### config.mk
export PLATFORM = sky130hd
export DESIGN_NAME = ebi_core
export DESIGN_NICKNAME = d
export VERILOG_FILES = /design/src/core/ebi_pkg.sv /design/src/core/ebi_core.sv
export VERILOG_INCLUDE_DIRS = /design/src /design/src/core
export SDC_FILE = /design/constraint.sdc
export NUM_CORES = 1
export LEC_CHECK = 0
export BUFFER_PORTS_ARGS = -buffer_cell sky130_fd_sc_hd__buf_4
export CAP_MARGIN = 20
export CORE_MARGIN = 1.5
export CORE_UTILIZATION = 56
export DETAILED_ROUTE_END_ITERATION = 16
export MAX_ROUTING_LAYER = met4
export PLACE_DENSITY_LB_ADDON = 0.15
export SYNTH_ARGS = -nofsm -noshare
export SYNTH_HDL_FRONTEND = slang
export SYNTH_SLANG_ARGS = --single-unit
### constraint.sdc
create_clock -name clk_i -period 6.38 [get_ports clk_i]
set_input_delay 0.319 -clock clk_i [delete_from_list [all_inputs] [get_ports clk_i]]
set_output_delay 0.319 -clock clk_i [all_outputs]
set_load 0.05 [all_outputs]
### src/core/ebi_params.svh
// offsets, field positions, reset values and timing counts of the bus interface
// assumes a 40 MHz system clock; included by the bus interface module
`ifndef EBI_PARAMS_SVH
`define EBI_PARAMS_SVH
`define EBI_ADDR_LINES 11
`define EBI_ROW_MSB 17
`define EBI_ROW_LSB 9
`define EBI_A19_LINE 10
`define EBI_A0_LINE 9
`define EBI_MIN_WAITS 2'h2
`define EBI_POLL_PERIOD 3'h5
`define EBI_NMI_VECTOR 8'h02
`define EBI_RESET_ADDR 20'hffff0
`define EBI_NMI_FILTER 4
`define EBI_REF_PERIOD 16'h0100
`endif

### src/core/ebi_pkg.sv
// types shared by the external bus interface
// assumes nothing beyond a SystemVerilog compiler
package ebi_pkg;
	typedef enum logic [3:0] {S_IDLE, S_T1, S_T2, S_WAIT, S_T3, S_HOLD, S_ACK1, S_GAP, S_ACK2} ebi_state_t;
	// one bus request from the core
	typedef struct packed {
		logic wr;
		logic io;
		logic word;
		logic [19:0] addr;
		logic [15:0] wdata;
	} ebi_req_t;
	// pin group that floats during hold
	typedef struct packed {
		logic memory_request_strobe_n;
		logic memory_data_strobe_n;
		logic io_cycle_strobe_n;
		logic rw;
		logic ube_a18;
		logic refresh_n;
		logic [10:0] addr;
	} ebi_pins_t;
endpackage : ebi_pkg

### src/core/ebi_core.sv
// external bus interface: multiplexed address, strobes, waits, hold, interrupt pins, poll
// assumes core handshakes on req_valid_i/req_ready_o and signals instruction ends on instr_last_i
// Notes on behaviour
// - 20-bit address travels over 11 address lines in two phases; 9 of them are shared.
// - during memory request phase lines carry address bits 17 to 9.
// - during memory or I/O strobe lines carry bits 8 to 1 and 18.
// - bit 18 line carries bit 18 in request phase, byte enable later.
// - bits 19 and 0 sit on dedicated lines for the whole cycle.
// - system clock goes to the core and out on the clock pin.
// - external master requests hold; device grants with active-low acknowledge.
// - during grant address, low data, strobes, refresh and direction float.
// - maskable interrupt level is sampled only in an instruction's last cycle.
// - acknowledge goes low; vector arrives on low data byte with it.
// - I/O strobe low marks an I/O cycle with valid I/O address.
// - memory request low starts memory and I/O cycles with row address.
// - memory strobe low on writes only while write data is driven.
// - direction pin high for reads, low for writes.
// - non-maskable input must stay active several clocks; unmaskable, top priority.
// - accepted non-maskable interrupt taken after instruction as vector 2; wakes standby.
// - three peripheral inputs detected on selected edge; edge also ends halt.
// - poll continues at once on low, else rechecks every five clocks.
// - poll input reads low when its pin is not an input.
// - ready low is synchronised and adds at least two wait states.
// - reset overrides everything; execution restarts at address ffff0.
// - byte enable and bit 0 pick lanes; odd words take two cycles.
`include "ebi_params.svh"
module ebi_core import ebi_pkg::*; #(
	parameter int NMI_FILTER = `EBI_NMI_FILTER,
	parameter logic [15:0] REF_PERIOD = `EBI_REF_PERIOD
) (
	input wire logic clk_i,
	input wire logic rst_i,
	input wire logic req_valid_i,
	input ebi_req_t req_i,
	output logic req_ready_o,
	output logic done_o,
	output logic [15:0] rdata_o,
	output ebi_pins_t pins_o,
	output logic pins_oe_o,
	input wire logic [15:0] data_i,
	output logic [15:0] data_o,
	output logic data_oe_o,
	input wire logic ready_i,
	input wire logic bus_hold_request_i,
	output logic bus_hold_grant_n_o,
	output logic vector_fetch_acknowledge_n_o,
	output logic system_clock_output_o,
	input wire logic instr_last_i,
	input wire logic int_i,
	input wire logic int_enable_i,
	input wire logic nmi_i,
	input wire logic nmi_rising_i,
	input wire logic [2:0] peripheral_edge_interrupt_i,
	input wire logic [2:0] edge_select_register_i,
	output logic [2:0] intp_req_o,
	output logic irq_take_o,
	output logic [7:0] irq_vector_o,
	output logic wake_o,
	input wire logic poll_start_i,
	input wire logic poll_i,
	input wire logic poll_is_input_i,
	output logic poll_done_o,
	output logic restart_o,
	output logic [19:0] restart_addr_o
);
	ebi_state_t st_r, st_nxt;
	ebi_req_t cur_r, cur_nxt;
	logic sec_r, sec_nxt, rdy_r, done_r, done_nxt;
	logic int_pend_r, int_pend_nxt; // read by the sequencer, so declared ahead of it
	logic [1:0] wcnt_r, wcnt_nxt;
	logic [15:0] rdata_r, rdata_nxt, dout_r, dout_nxt, lanes;
	logic [19:0] ea;
	logic ube_n, odd_word, strobe;

	// clock forwarded unchanged so peripherals see the core's own edges
	assign system_clock_output_o = clk_i;

	// effective address of this half; second half of an odd word is addr+1
	assign ea = cur_r.addr + {19'h0, sec_r};
	assign odd_word = cur_r.word & cur_r.addr[0];
	assign ube_n = sec_r ? 1'b1 : (cur_r.word ? 1'b0 : ~ea[0]);
	assign lanes = sec_r ? {cur_r.wdata[15:8], cur_r.wdata[15:8]}
		: (odd_word ? {cur_r.wdata[7:0], cur_r.wdata[7:0]} : cur_r.wdata);
	assign strobe = (st_r == S_T2) || (st_r == S_WAIT);
	assign req_ready_o = (st_r == S_IDLE) && !bus_hold_request_i && !int_pend_r;

	// bus cycle sequencer
	always_comb begin
		st_nxt = st_r;
		cur_nxt = cur_r;
		sec_nxt = sec_r;
		wcnt_nxt = wcnt_r;
		rdata_nxt = rdata_r;
		dout_nxt = dout_r;
		done_nxt = 1'b0;
		case (st_r)
			S_IDLE: begin
				if (bus_hold_request_i) begin
					st_nxt = S_HOLD;
				end else if (int_pend_r) begin
					st_nxt = S_ACK1;
				end else if (req_valid_i) begin
					cur_nxt = req_i;
					sec_nxt = 1'b0;
					st_nxt = S_T1;
				end
			end
			S_T1: begin
				dout_nxt = lanes;
				st_nxt = S_T2;
			end
			S_T2: begin
				if (!rdy_r) begin
					wcnt_nxt = `EBI_MIN_WAITS - 2'h1;
					st_nxt = S_WAIT;
				end else begin
					st_nxt = S_T3;
				end
			end
			S_WAIT: begin
				if (wcnt_r != 2'h0) begin
					wcnt_nxt = wcnt_r - 2'h1;
				end else if (rdy_r) begin
					st_nxt = S_T3;
				end
			end
			S_T3: begin
				// lane steering of the read data
				if (cur_r.word && !odd_word) begin
					rdata_nxt = data_i;
				end else if (odd_word && !sec_r) begin
					rdata_nxt[7:0] = data_i[15:8];
				end else if (sec_r) begin
					rdata_nxt[15:8] = data_i[7:0];
				end else begin
					rdata_nxt = {8'h00, ea[0] ? data_i[15:8] : data_i[7:0]};
				end
				if (odd_word && !sec_r) begin
					sec_nxt = 1'b1;
					st_nxt = S_T1;
				end else begin
					done_nxt = 1'b1;
					st_nxt = S_IDLE;
				end
			end
			S_HOLD: begin
				if (!bus_hold_request_i) begin
					st_nxt = S_IDLE;
				end
			end
			S_ACK1: st_nxt = S_GAP;
			S_GAP: st_nxt = S_ACK2;
			S_ACK2: st_nxt = S_IDLE;
			default: st_nxt = S_IDLE;
		endcase
	end

	// sequencer registers; ready passes one flop before use
	always_ff @(posedge clk_i) begin
		if (rst_i) begin
			st_r <= S_IDLE;
			cur_r <= '0;
			sec_r <= 1'b0;
			wcnt_r <= 2'h0;
			rdata_r <= 16'h0000;
			dout_r <= 16'h0000;
			done_r <= 1'b0;
			rdy_r <= 1'b1;
		end else begin
			st_r <= st_nxt;
			cur_r <= cur_nxt;
			sec_r <= sec_nxt;
			wcnt_r <= wcnt_nxt;
			rdata_r <= rdata_nxt;
			dout_r <= dout_nxt;
			done_r <= done_nxt;
			rdy_r <= ready_i;
		end
	end
	assign done_o = done_r;
	assign rdata_o = rdata_r;
	assign data_o = dout_r;
	assign data_oe_o = cur_r.wr && strobe;
	assign pins_oe_o = (st_r != S_HOLD);
	assign bus_hold_grant_n_o = (st_r != S_HOLD);
	assign vector_fetch_acknowledge_n_o = !((st_r == S_ACK1) || (st_r == S_ACK2));

	// refresh pulse generator; one low clock per period
	logic [15:0] ref_cnt_r, ref_cnt_nxt;
	always_comb begin
		ref_cnt_nxt = (ref_cnt_r == 16'h0000) ? REF_PERIOD - 16'h0001 : ref_cnt_r - 16'h0001;
	end
	always_ff @(posedge clk_i) begin
		if (rst_i) begin
			ref_cnt_r <= 16'h0000;
		end else begin
			ref_cnt_r <= ref_cnt_nxt;
		end
	end

	// pin levels; dedicated lines follow the effective address all cycle
	always_comb begin
		pins_o = '0;
		pins_o.memory_request_strobe_n = 1'b1;
		pins_o.memory_data_strobe_n = 1'b1;
		pins_o.io_cycle_strobe_n = 1'b1;
		pins_o.rw = 1'b1;
		pins_o.refresh_n = (ref_cnt_r != 16'h0000);
		pins_o.addr[`EBI_A19_LINE] = ea[19];
		pins_o.addr[`EBI_A0_LINE] = ea[0];
		if (st_r == S_T1) begin
			pins_o.memory_request_strobe_n = 1'b0;
			pins_o.rw = !cur_r.wr;
			pins_o.addr[8:0] = ea[`EBI_ROW_MSB:`EBI_ROW_LSB];
			pins_o.ube_a18 = ea[18];
		end else if (strobe || st_r == S_T3) begin
			pins_o.memory_request_strobe_n = 1'b0;
			pins_o.rw = !cur_r.wr;
			pins_o.addr[8:0] = {ea[18], ea[8:1]};
			pins_o.ube_a18 = ube_n;
			pins_o.io_cycle_strobe_n = !(strobe && cur_r.io);
			pins_o.memory_data_strobe_n = !(strobe && !cur_r.io);
		end
	end

	// interrupt pins, vector capture and wake-up
	logic [3:0] nmi_cnt_r, nmi_cnt_nxt;
	logic nmi_lock_r, nmi_lock_nxt, nmi_pend_r, nmi_pend_nxt;
	logic take_r, take_nxt, wake_r, wake_nxt, nmi_act;
	logic [7:0] vec_r, vec_nxt;
	logic [2:0] intp_prev_r, intp_r, intp_nxt;
	genvar g;
	for (g = 0; g < 3; g++) begin : g_edge
		// selected edge per input; 1 selects rising
		assign intp_nxt[g] = edge_select_register_i[g]
			? (peripheral_edge_interrupt_i[g] & ~intp_prev_r[g])
			: (~peripheral_edge_interrupt_i[g] & intp_prev_r[g]);
	end
	assign nmi_act = nmi_rising_i ? nmi_i : !nmi_i;
	always_comb begin
		nmi_cnt_nxt = nmi_act ? nmi_cnt_r + 4'h1 : 4'h0;
		nmi_lock_nxt = nmi_act && nmi_lock_r;
		nmi_pend_nxt = nmi_pend_r;
		int_pend_nxt = int_pend_r;
		take_nxt = 1'b0;
		vec_nxt = vec_r;
		wake_nxt = |intp_nxt;
		if (nmi_act && nmi_lock_r) begin
			nmi_cnt_nxt = nmi_cnt_r;
		end
		// maskable level looked at only on the last instruction cycle
		if (int_i && int_enable_i && instr_last_i && !nmi_pend_r && !int_pend_r) begin
			int_pend_nxt = 1'b1;
		end
		if (st_r == S_ACK2) begin
			take_nxt = 1'b1;
			vec_nxt = data_i[7:0];
			int_pend_nxt = 1'b0;
		end else if (nmi_pend_r && instr_last_i) begin
			take_nxt = 1'b1;
			vec_nxt = `EBI_NMI_VECTOR;
			nmi_pend_nxt = 1'b0;
		end
		// filter: accept once per active period, only after NMI_FILTER clocks
		// placed after the take so a fresh acceptance wins over the clear
		if (nmi_act && !nmi_lock_r && nmi_cnt_r == 4'(NMI_FILTER - 1)) begin
			nmi_pend_nxt = 1'b1;
			nmi_lock_nxt = 1'b1;
			wake_nxt = 1'b1;
		end
	end
	always_ff @(posedge clk_i) begin
		if (rst_i) begin
			nmi_cnt_r <= 4'h0;
			nmi_lock_r <= 1'b0;
			nmi_pend_r <= 1'b0;
			int_pend_r <= 1'b0;
			take_r <= 1'b0;
			vec_r <= 8'h00;
			wake_r <= 1'b0;
			intp_prev_r <= 3'h7;
			intp_r <= 3'h0;
		end else begin
			nmi_cnt_r <= nmi_cnt_nxt;
			nmi_lock_r <= nmi_lock_nxt;
			nmi_pend_r <= nmi_pend_nxt;
			int_pend_r <= int_pend_nxt;
			take_r <= take_nxt;
			vec_r <= vec_nxt;
			wake_r <= wake_nxt;
			intp_prev_r <= peripheral_edge_interrupt_i;
			intp_r <= intp_nxt;
		end
	end
	assign irq_take_o = take_r;
	assign irq_vector_o = vec_r;
	assign wake_o = wake_r;
	assign intp_req_o = intp_r;

	// poll wait and restart marker
	logic poll_busy_r, poll_busy_nxt, poll_done_r, poll_done_nxt, boot_r;
	logic [2:0] pcnt_r, pcnt_nxt;
	always_comb begin
		poll_busy_nxt = poll_busy_r;
		pcnt_nxt = pcnt_r;
		poll_done_nxt = 1'b0;
		if (poll_start_i && !poll_busy_r) begin
			if (!poll_i || !poll_is_input_i) begin
				poll_done_nxt = 1'b1;
			end else begin
				poll_busy_nxt = 1'b1;
				pcnt_nxt = `EBI_POLL_PERIOD - 3'h1;
			end
		end else if (poll_busy_r) begin
			if (pcnt_r != 3'h0) begin
				pcnt_nxt = pcnt_r - 3'h1;
			end else if (!poll_i || !poll_is_input_i) begin
				poll_done_nxt = 1'b1;
				poll_busy_nxt = 1'b0;
			end else begin
				pcnt_nxt = `EBI_POLL_PERIOD - 3'h1;
			end
		end
	end
	always_ff @(posedge clk_i) begin
		if (rst_i) begin
			poll_busy_r <= 1'b0;
			pcnt_r <= 3'h0;
			poll_done_r <= 1'b0;
			boot_r <= 1'b1;
		end else begin
			poll_busy_r <= poll_busy_nxt;
			pcnt_r <= pcnt_nxt;
			poll_done_r <= poll_done_nxt;
			boot_r <= 1'b0;
		end
	end
	assign poll_done_o = poll_done_r;
	assign restart_o = boot_r;
	assign restart_addr_o = `EBI_RESET_ADDR;

	// checks
	a_row_addr: assert property (@(posedge clk_i) disable iff (rst_i)
		st_r == S_T1 |-> !pins_o.memory_request_strobe_n && pins_o.addr[8:0] == ea[17:9])
		else $error("row address wrong during request phase");
	a_col_addr: assert property (@(posedge clk_i) disable iff (rst_i)
		!pins_o.memory_data_strobe_n |-> pins_o.addr[8:0] == {ea[18], ea[8:1]} && !pins_o.memory_request_strobe_n)
		else $error("column address wrong during strobe");
	a_float_hold: assert property (@(posedge clk_i) disable iff (rst_i)
		!bus_hold_grant_n_o |-> !pins_oe_o && !data_oe_o)
		else $error("bus driven while granted");
	a_hold_exit: assert property (@(posedge clk_i) disable iff (rst_i)
		st_r == S_HOLD && !bus_hold_request_i |=> pins_oe_o && st_r == S_IDLE)
		else $error("hold not released");
	a_min_waits: assert property (@(posedge clk_i) disable iff (rst_i)
		st_r == S_T2 && !rdy_r |=> (st_r == S_WAIT && !pins_o.memory_request_strobe_n) [*2])
		else $error("fewer than two wait states");
	a_write_strobe: assert property (@(posedge clk_i) disable iff (rst_i)
		!pins_o.memory_data_strobe_n && !pins_o.rw |-> data_oe_o)
		else $error("write strobe without data");
	a_nmi_vector: assert property (@(posedge clk_i) disable iff (rst_i)
		nmi_pend_r && instr_last_i && st_r != S_ACK2 |=> irq_take_o && irq_vector_o == 8'h02)
		else $error("nmi not taken with vector 2");
	a_poll_period: assert property (@(posedge clk_i) disable iff (rst_i)
		poll_start_i && !poll_busy_r && poll_i && poll_is_input_i |=> !poll_done_o [*5])
		else $error("poll recheck too early");
	a_int_sample: assert property (@(posedge clk_i) disable iff (rst_i)
		!int_pend_r && !instr_last_i && st_r != S_ACK2 |=> !int_pend_r)
		else $error("interrupt latched outside last cycle");
endmodule : ebi_core

==> summary.md, run 1 <==
| Metric | Value |
|---|---|
| Number of enable flip-flop cells after synthesis | `0` |
| Overall track demand over capacity in global routing | `0.311` |
| Number of resized instances in the post-cts repair step | `0` |
| Ports | `165` |
| PortBufs | `144` |
| Placed instance count | `950` |
| Warnings, synthesis | `0` |
| Initial Util | `0.578` |
| Post-synthesis instance area | `0.00567 mm²` |
| Die Height | `104 µm` |
| Synth Flop Type | `dfxtp_1` |
| Proportion of synthesized chip area in sequential cells | `0.441` |
| Stage where the run ended | `5_2_route` |
| Initial antenna violation count | `0` |
| Cells after synthesis | `716` |
| Number of global-route vias before repair | `5,561` |
| Tool error message | `[ERROR DRT-0255] Maze Route cannot find path of net peripheral_edge_interrupt_i[0] in worker of routeBox ( 96600 0 ) ( 103660 48300 ).` |
| Die Wd | `104 µm` |
| Number of placement rows | `36` |
| Pin count of the biggest net entering global routing | `115` |
| Wire length of the first global-routing pass | `26,100 µm` |
| Result of the run | `stopped before the end` |
| Buffers inserted by post-CTS timing repair | `0` |
| Sum of net half-perimeters after detailed placement | `9880 µm` |
| Weighted congestion at the end of routability-driven global placement | `0.848` |
| Number of distinct library cells after synthesis | `48` |
| Async S/R FF share, synth | `0` |
| Avg Inst Size Synth | `7.92 µm²` |
| Congestion Overflow GR | `0` |
| Number of flip-flops and latches in the synthesized netlist | `125` |
-- through the flow --
stage | instance area [µm²] | worst slack (ps) | hold slack (ps)
5_1_grt | 8050 | 2320 | 6.26
4_1_cts | 7980 | 2460 | 6.26
3_5_place_dp | 6670 | 2700 | 452
3_3_place_gp | 6670 | 2700 | 447
2_1_floorplan | 5740 | 2700 | 347
-- synth_stat cells (all sizes together) (12+ instances only) --
cell type	instances	area share
a311oi	24	0.037
nand2	150	0.099
xor2	12	0.019
nor2	81	0.054
clkbuf	36	0.024
inv	14	0.0093
nor3	13	0.011
a21oi	68	0.060
buf	27	0.036
nand3	28	0.025
dfxtp	125	0.44
xnor2	22	0.034
-- kinds of logic after synthesis --
group           after synthesis  synth area share
other cells                   2           0.00132
fa+ha+maj                     7            0.0154
buf+inv                      77            0.0686
simple gates                326             0.253
xor+xnor                     34            0.0525
compound gates              136             0.152
mux                           9            0.0159
flops                       125             0.441
-- per-layer routing --
layer  GRT usage
met2       0.520
met1       0.349
met4       0.159
met5           -
met3      0.0736
-- what timing repair did --
| item | in CTS | in global routing |
|---|---|---|
| hold endpoints to repair | 68 | 6 |
| hold buffers | 64 | 1 |
| endpoints found under the setup margin | 0 | 0 |
==> inputs of run 2 (changes only) <==
--- a/config.mk
+++ b/config.mk
@@ -9,9 +9,8 @@
 export BUFFER_PORTS_ARGS = -buffer_cell sky130_fd_sc_hd__buf_4
 export CAP_MARGIN = 20
 export CORE_MARGIN = 1.5
-export CORE_UTILIZATION = 56
+export CORE_UTILIZATION = 40
 export DETAILED_ROUTE_END_ITERATION = 16
-export MAX_ROUTING_LAYER = met4
 export PLACE_DENSITY_LB_ADDON = 0.15
 export SYNTH_ARGS = -nofsm -noshare
 export SYNTH_HDL_FRONTEND = slang
==> run 2 against run 1 <==
The flow now finishes without violations. Global-route usage fell by 11 points. Synthesized cell count unchanged. Synthesized area unchanged.
==> summary.md, run 2 <==
| Metric | Value |
|---|---|
| Result of the run | `finished clean (was stopped before the end)` |
| Congestion Overflow GR | `0 (unchanged)` |
| Reg2Reg Setup Slack | `3690 ps` |
| Wire per inst | `14.3 µm` |
| Final Hold Viols | `0` |
| Number of resized instances in the post-cts repair step | `0 (unchanged)` |
| Setup clock skew after layout | `10.1 ps` |
| Count leader, synth | `nand2_1 (unchanged)` |
| Final Max Tran Viols | `0` |
| Type of element capturing the critical path | `output pin` |
| Depth of the worst register-to-register path | `4` |
| Async S/R FF share, synth | `0 (unchanged)` |
| Critical register-to-register path endpoint | `rdata_o[9]$_SDFFE_PP0P_` |
| Die Area | `0.0149 mm²` |
| Detailed-route wire length | `14,900 µm` |
| Cells after synthesis | `716 (unchanged)` |
| Static power due to leakage | `2.96 nW` |
| Part of the total power dissipated in the clock network | `0.317` |
| Number of distinct library cells after synthesis | `48 (unchanged)` |
| Data arrival at the endpoint of the critical path | `3620 ps` |
| Wire length of the first global-routing pass | `23,600 µm (was 26,100 µm)` |
| Yosys top cell area share | `0.441 (unchanged)` |
| Pin count of the biggest net entering global routing | `115 (unchanged)` |
| Largest vdd supply drop | `0.000217 V` |
| First-iteration detailed-routing DRC count | `281` |
| Placed cell area | `0.00673 mm² (was 0.00667 mm²)` |
| Max reg flops | `39` |
| Weighted congestion at the end of routability-driven global placement | `0.895 (was 0.848)` |
| Synth Flop Type | `dfxtp_1 (unchanged)` |
| Placeable core area | `0.0139 mm²` |
| Switch share | `0.392` |
| Worst slew margin | `0.349` |
| Number of detailed-route iterations in the first pass | `4` |
| R2r startpoint | `sec_r$_SDFFE_PP0P_` |
| Buffers inserted by post-CTS timing repair | `0 (unchanged)` |
| Die Height | `122 µm (was 104 µm)` |
| Number of global-route vias before repair | `4,996 (was 5,561)` |
| Slew at the pin closest to its max-slew limit | `973 ps` |
| Required arrival time at the worst endpoint | `6060 ps` |
| Die Wd | `122 µm (was 104 µm)` |
| Proportion of power drawn by combinational gates | `0.372` |
| Peak-usage layer in the global routing report | `met2 (unchanged)` |
| Number of flip-flops and latches in the synthesized netlist | `125 (unchanged)` |
| Proportion of synthesized chip area in sequential cells | `0.441 (unchanged)` |
| Hold-fix buffers, CTS | `6 (was 64)` |
| Type of the setup path with the least slack | `clock port to output pin` |
| Number of inserted filler cells in the final layout | `1,316` |
| Highest net fanout along the worst path | `2` |
| Class of the worst hold path | `input port to flip-flop` |
| Number of nets still failing antenna checks after routing | `0` |
| Register name with the most flops | `cur_r` |
| Warnings, synthesis | `0 (unchanged)` |
| Power density over cell area | `470 mW/mm²` |
| Top library cells by usage in the layout, fill and taps aside | `nand2_1 (150), buf_4 (147), dfxtp_1 (125), nor2_1 (81), a21oi_1 (68)` |
| Number of vias per cell after detailed routing | `5.09` |
| Number of placement rows | `43 (was 36)` |
| Vias after detailed routing | `5,295` |
| Number of max-cap violations | `0` |
| PortBufs | `144 (unchanged)` |
| Number of enable flip-flop cells after synthesis | `0 (unchanged)` |
| Met2 demand-to-capacity share in global routing | `0.322 (was 0.520)` |
| Kind of start point of the critical path | `clock port` |
| Global Route met1 Usage | `0.244 (was 0.349)` |
| Layout Nets | `929` |
| Count of unresolved DRC violations after routing | `0` |
| Biggest area contributors in the synthesized netlist | `dfxtp_1 (44%), nand2_1 (9.9%), a21oi_1 (6.0%) (unchanged)` |
| Sum of net half-perimeters after detailed placement | `10,500 µm (was 9880 µm)` |
| Reported net switching power | `1.39 mW` |
| Ports | `165 (unchanged)` |
| Ratio of cells with drive above 1 in the final layout | `0.220` |
| Part of the power in registers | `0.311` |
| Post-synthesis instance area | `0.00567 mm² (unchanged)` |
| Initial antenna violation count | `0 (unchanged)` |
| Most numerous cell types in the synthesized netlist | `nand2_1 (150), dfxtp_1 (125), nor2_1 (81), a21oi_1 (68), clkbuf_1 (36) (unchanged)` |
| Initial Util | `0.409 (was 0.578)` |
| Latest clock arrival within the worst-skew pair | `530 ps` |
| Capturing element of the worst setup path | `system_clock_output_o` |
| Final setup violation count | `0` |
| Source of the critical timing path | `clk_i` |
| Global-route track usage on met3 | `0.0721 (was 0.0736)` |
| Internal Power | `2.15 mW` |
| Most area-hungry cell type in the Yosys netlist | `dfxtp_1 (unchanged)` |
| CTS tree | `done` |
| Critical hold path startpoint | `req_i[24]` |
| Unrepaired setup endpoints after global routing | `false` |
| Leading cell type in the layout, fill and taps excluded | `nand2_1` |
| Synth-to-layout area growth | `32.8%` |
| Total Neg Setup Slack | `0 ps` |
| Summed area of non-filler cells in the final layout | `0.00754 mm²` |
| Number of antenna cells inserted | `0` |
| CTS clk-pin slew, worst paths | `50 ps` |
| Avg Inst Size Synth | `7.92 µm² (unchanged)` |
| Overall track demand over capacity in global routing | `0.205 (was 0.311)` |
==> run 2: cell counts after synthesis <==
No cell type changed its count.
==> run 2: final cells by class <==
cell class / instances / area [µm²] / share of cell area
timing repair buffer: 154 / 1210 / 0.160
sequential: 125 / 2500 / 0.332
clock inverter: 6 / 105 / 0.0139
multi-input combinational: 532 / 2850 / 0.378
clock buffer: 30 / 592 / 0.0785
inverter: 14 / 52.6 / 0.00697
tap: 180 / 225 / 0.0299
==> run 2: power groups by stage <==
stage	clock network [mW]	registers, mW	logic [mW]
global route	1.18	1.13	1.42
CTS	1.15	1.10	1.31
floorplan	0.0338	1.34	0.742
global placement	0.0338	1.11	1.28
finish	1.12	1.10	1.32
detailed placement	0.0338	1.11	1.30
==> run 2: through the flow <==
step	std cells	hold WS, ps	worst slack [ps]	power (mW)	utilization
final	1041	40.9	2440	3.54	0.543
after global routing	1041	30.4	2440	3.73	0.543
after CTS	1039	20.0	2440	3.56	0.539
after detailed placement	998	450	2700	2.45	0.485
after global placement	997	449	2700	2.42	0.485
after floorplan	734	347	2700	2.12	-
==> run 2: logic make-up after synthesis <==
logic type,share of synthesized area
AO/OA/AOI/OAI,0.152
XOR/XNOR,0.0525
adder cells (fa/ha/maj),0.0154
buffers and inverters,0.0686
flip-flops,0.441
multiplexers,0.0159
other,0.00132
AND/OR/NAND/NOR,0.253
==> run 2: worst min-delay path by stage <==
stage / endpoint / depth (start not counted) / slack (ps)
after floorplan: restart_o$_DFF_P_ / 0 / 350
after detailed placement: ref_cnt_r[4]$_SDFF_PP0_ / 2 / 450
after global routing: cur_r[30]$_SDFFE_PP0P_ / 3 / 30
after global placement: ref_cnt_r[4]$_SDFF_PP0_ / 2 / 450
after CTS: cur_r[24]$_SDFFE_PP0P_ / 3 / 20
final: cur_r[24]$_SDFFE_PP0P_ / 3 / 40
==> run 2: critical path, cell delays in order <==
cell and delay, ps:
clkbuf_16 120, clkbuf_16 130, buf_4 180
==> run 2: metal layers <==
| metal | up-vias | wire, µm |
|---|---|---|
| met5 | - | 0 |
| met4 | 0 | 330 |
| met3 | 25 | 1000 |
| met2 | 159 | 7120 |
| met1 | 2433 | 6430 |
| li1 | 2678 | - |
No activity file was read; power rests on OpenSTA's default activity.
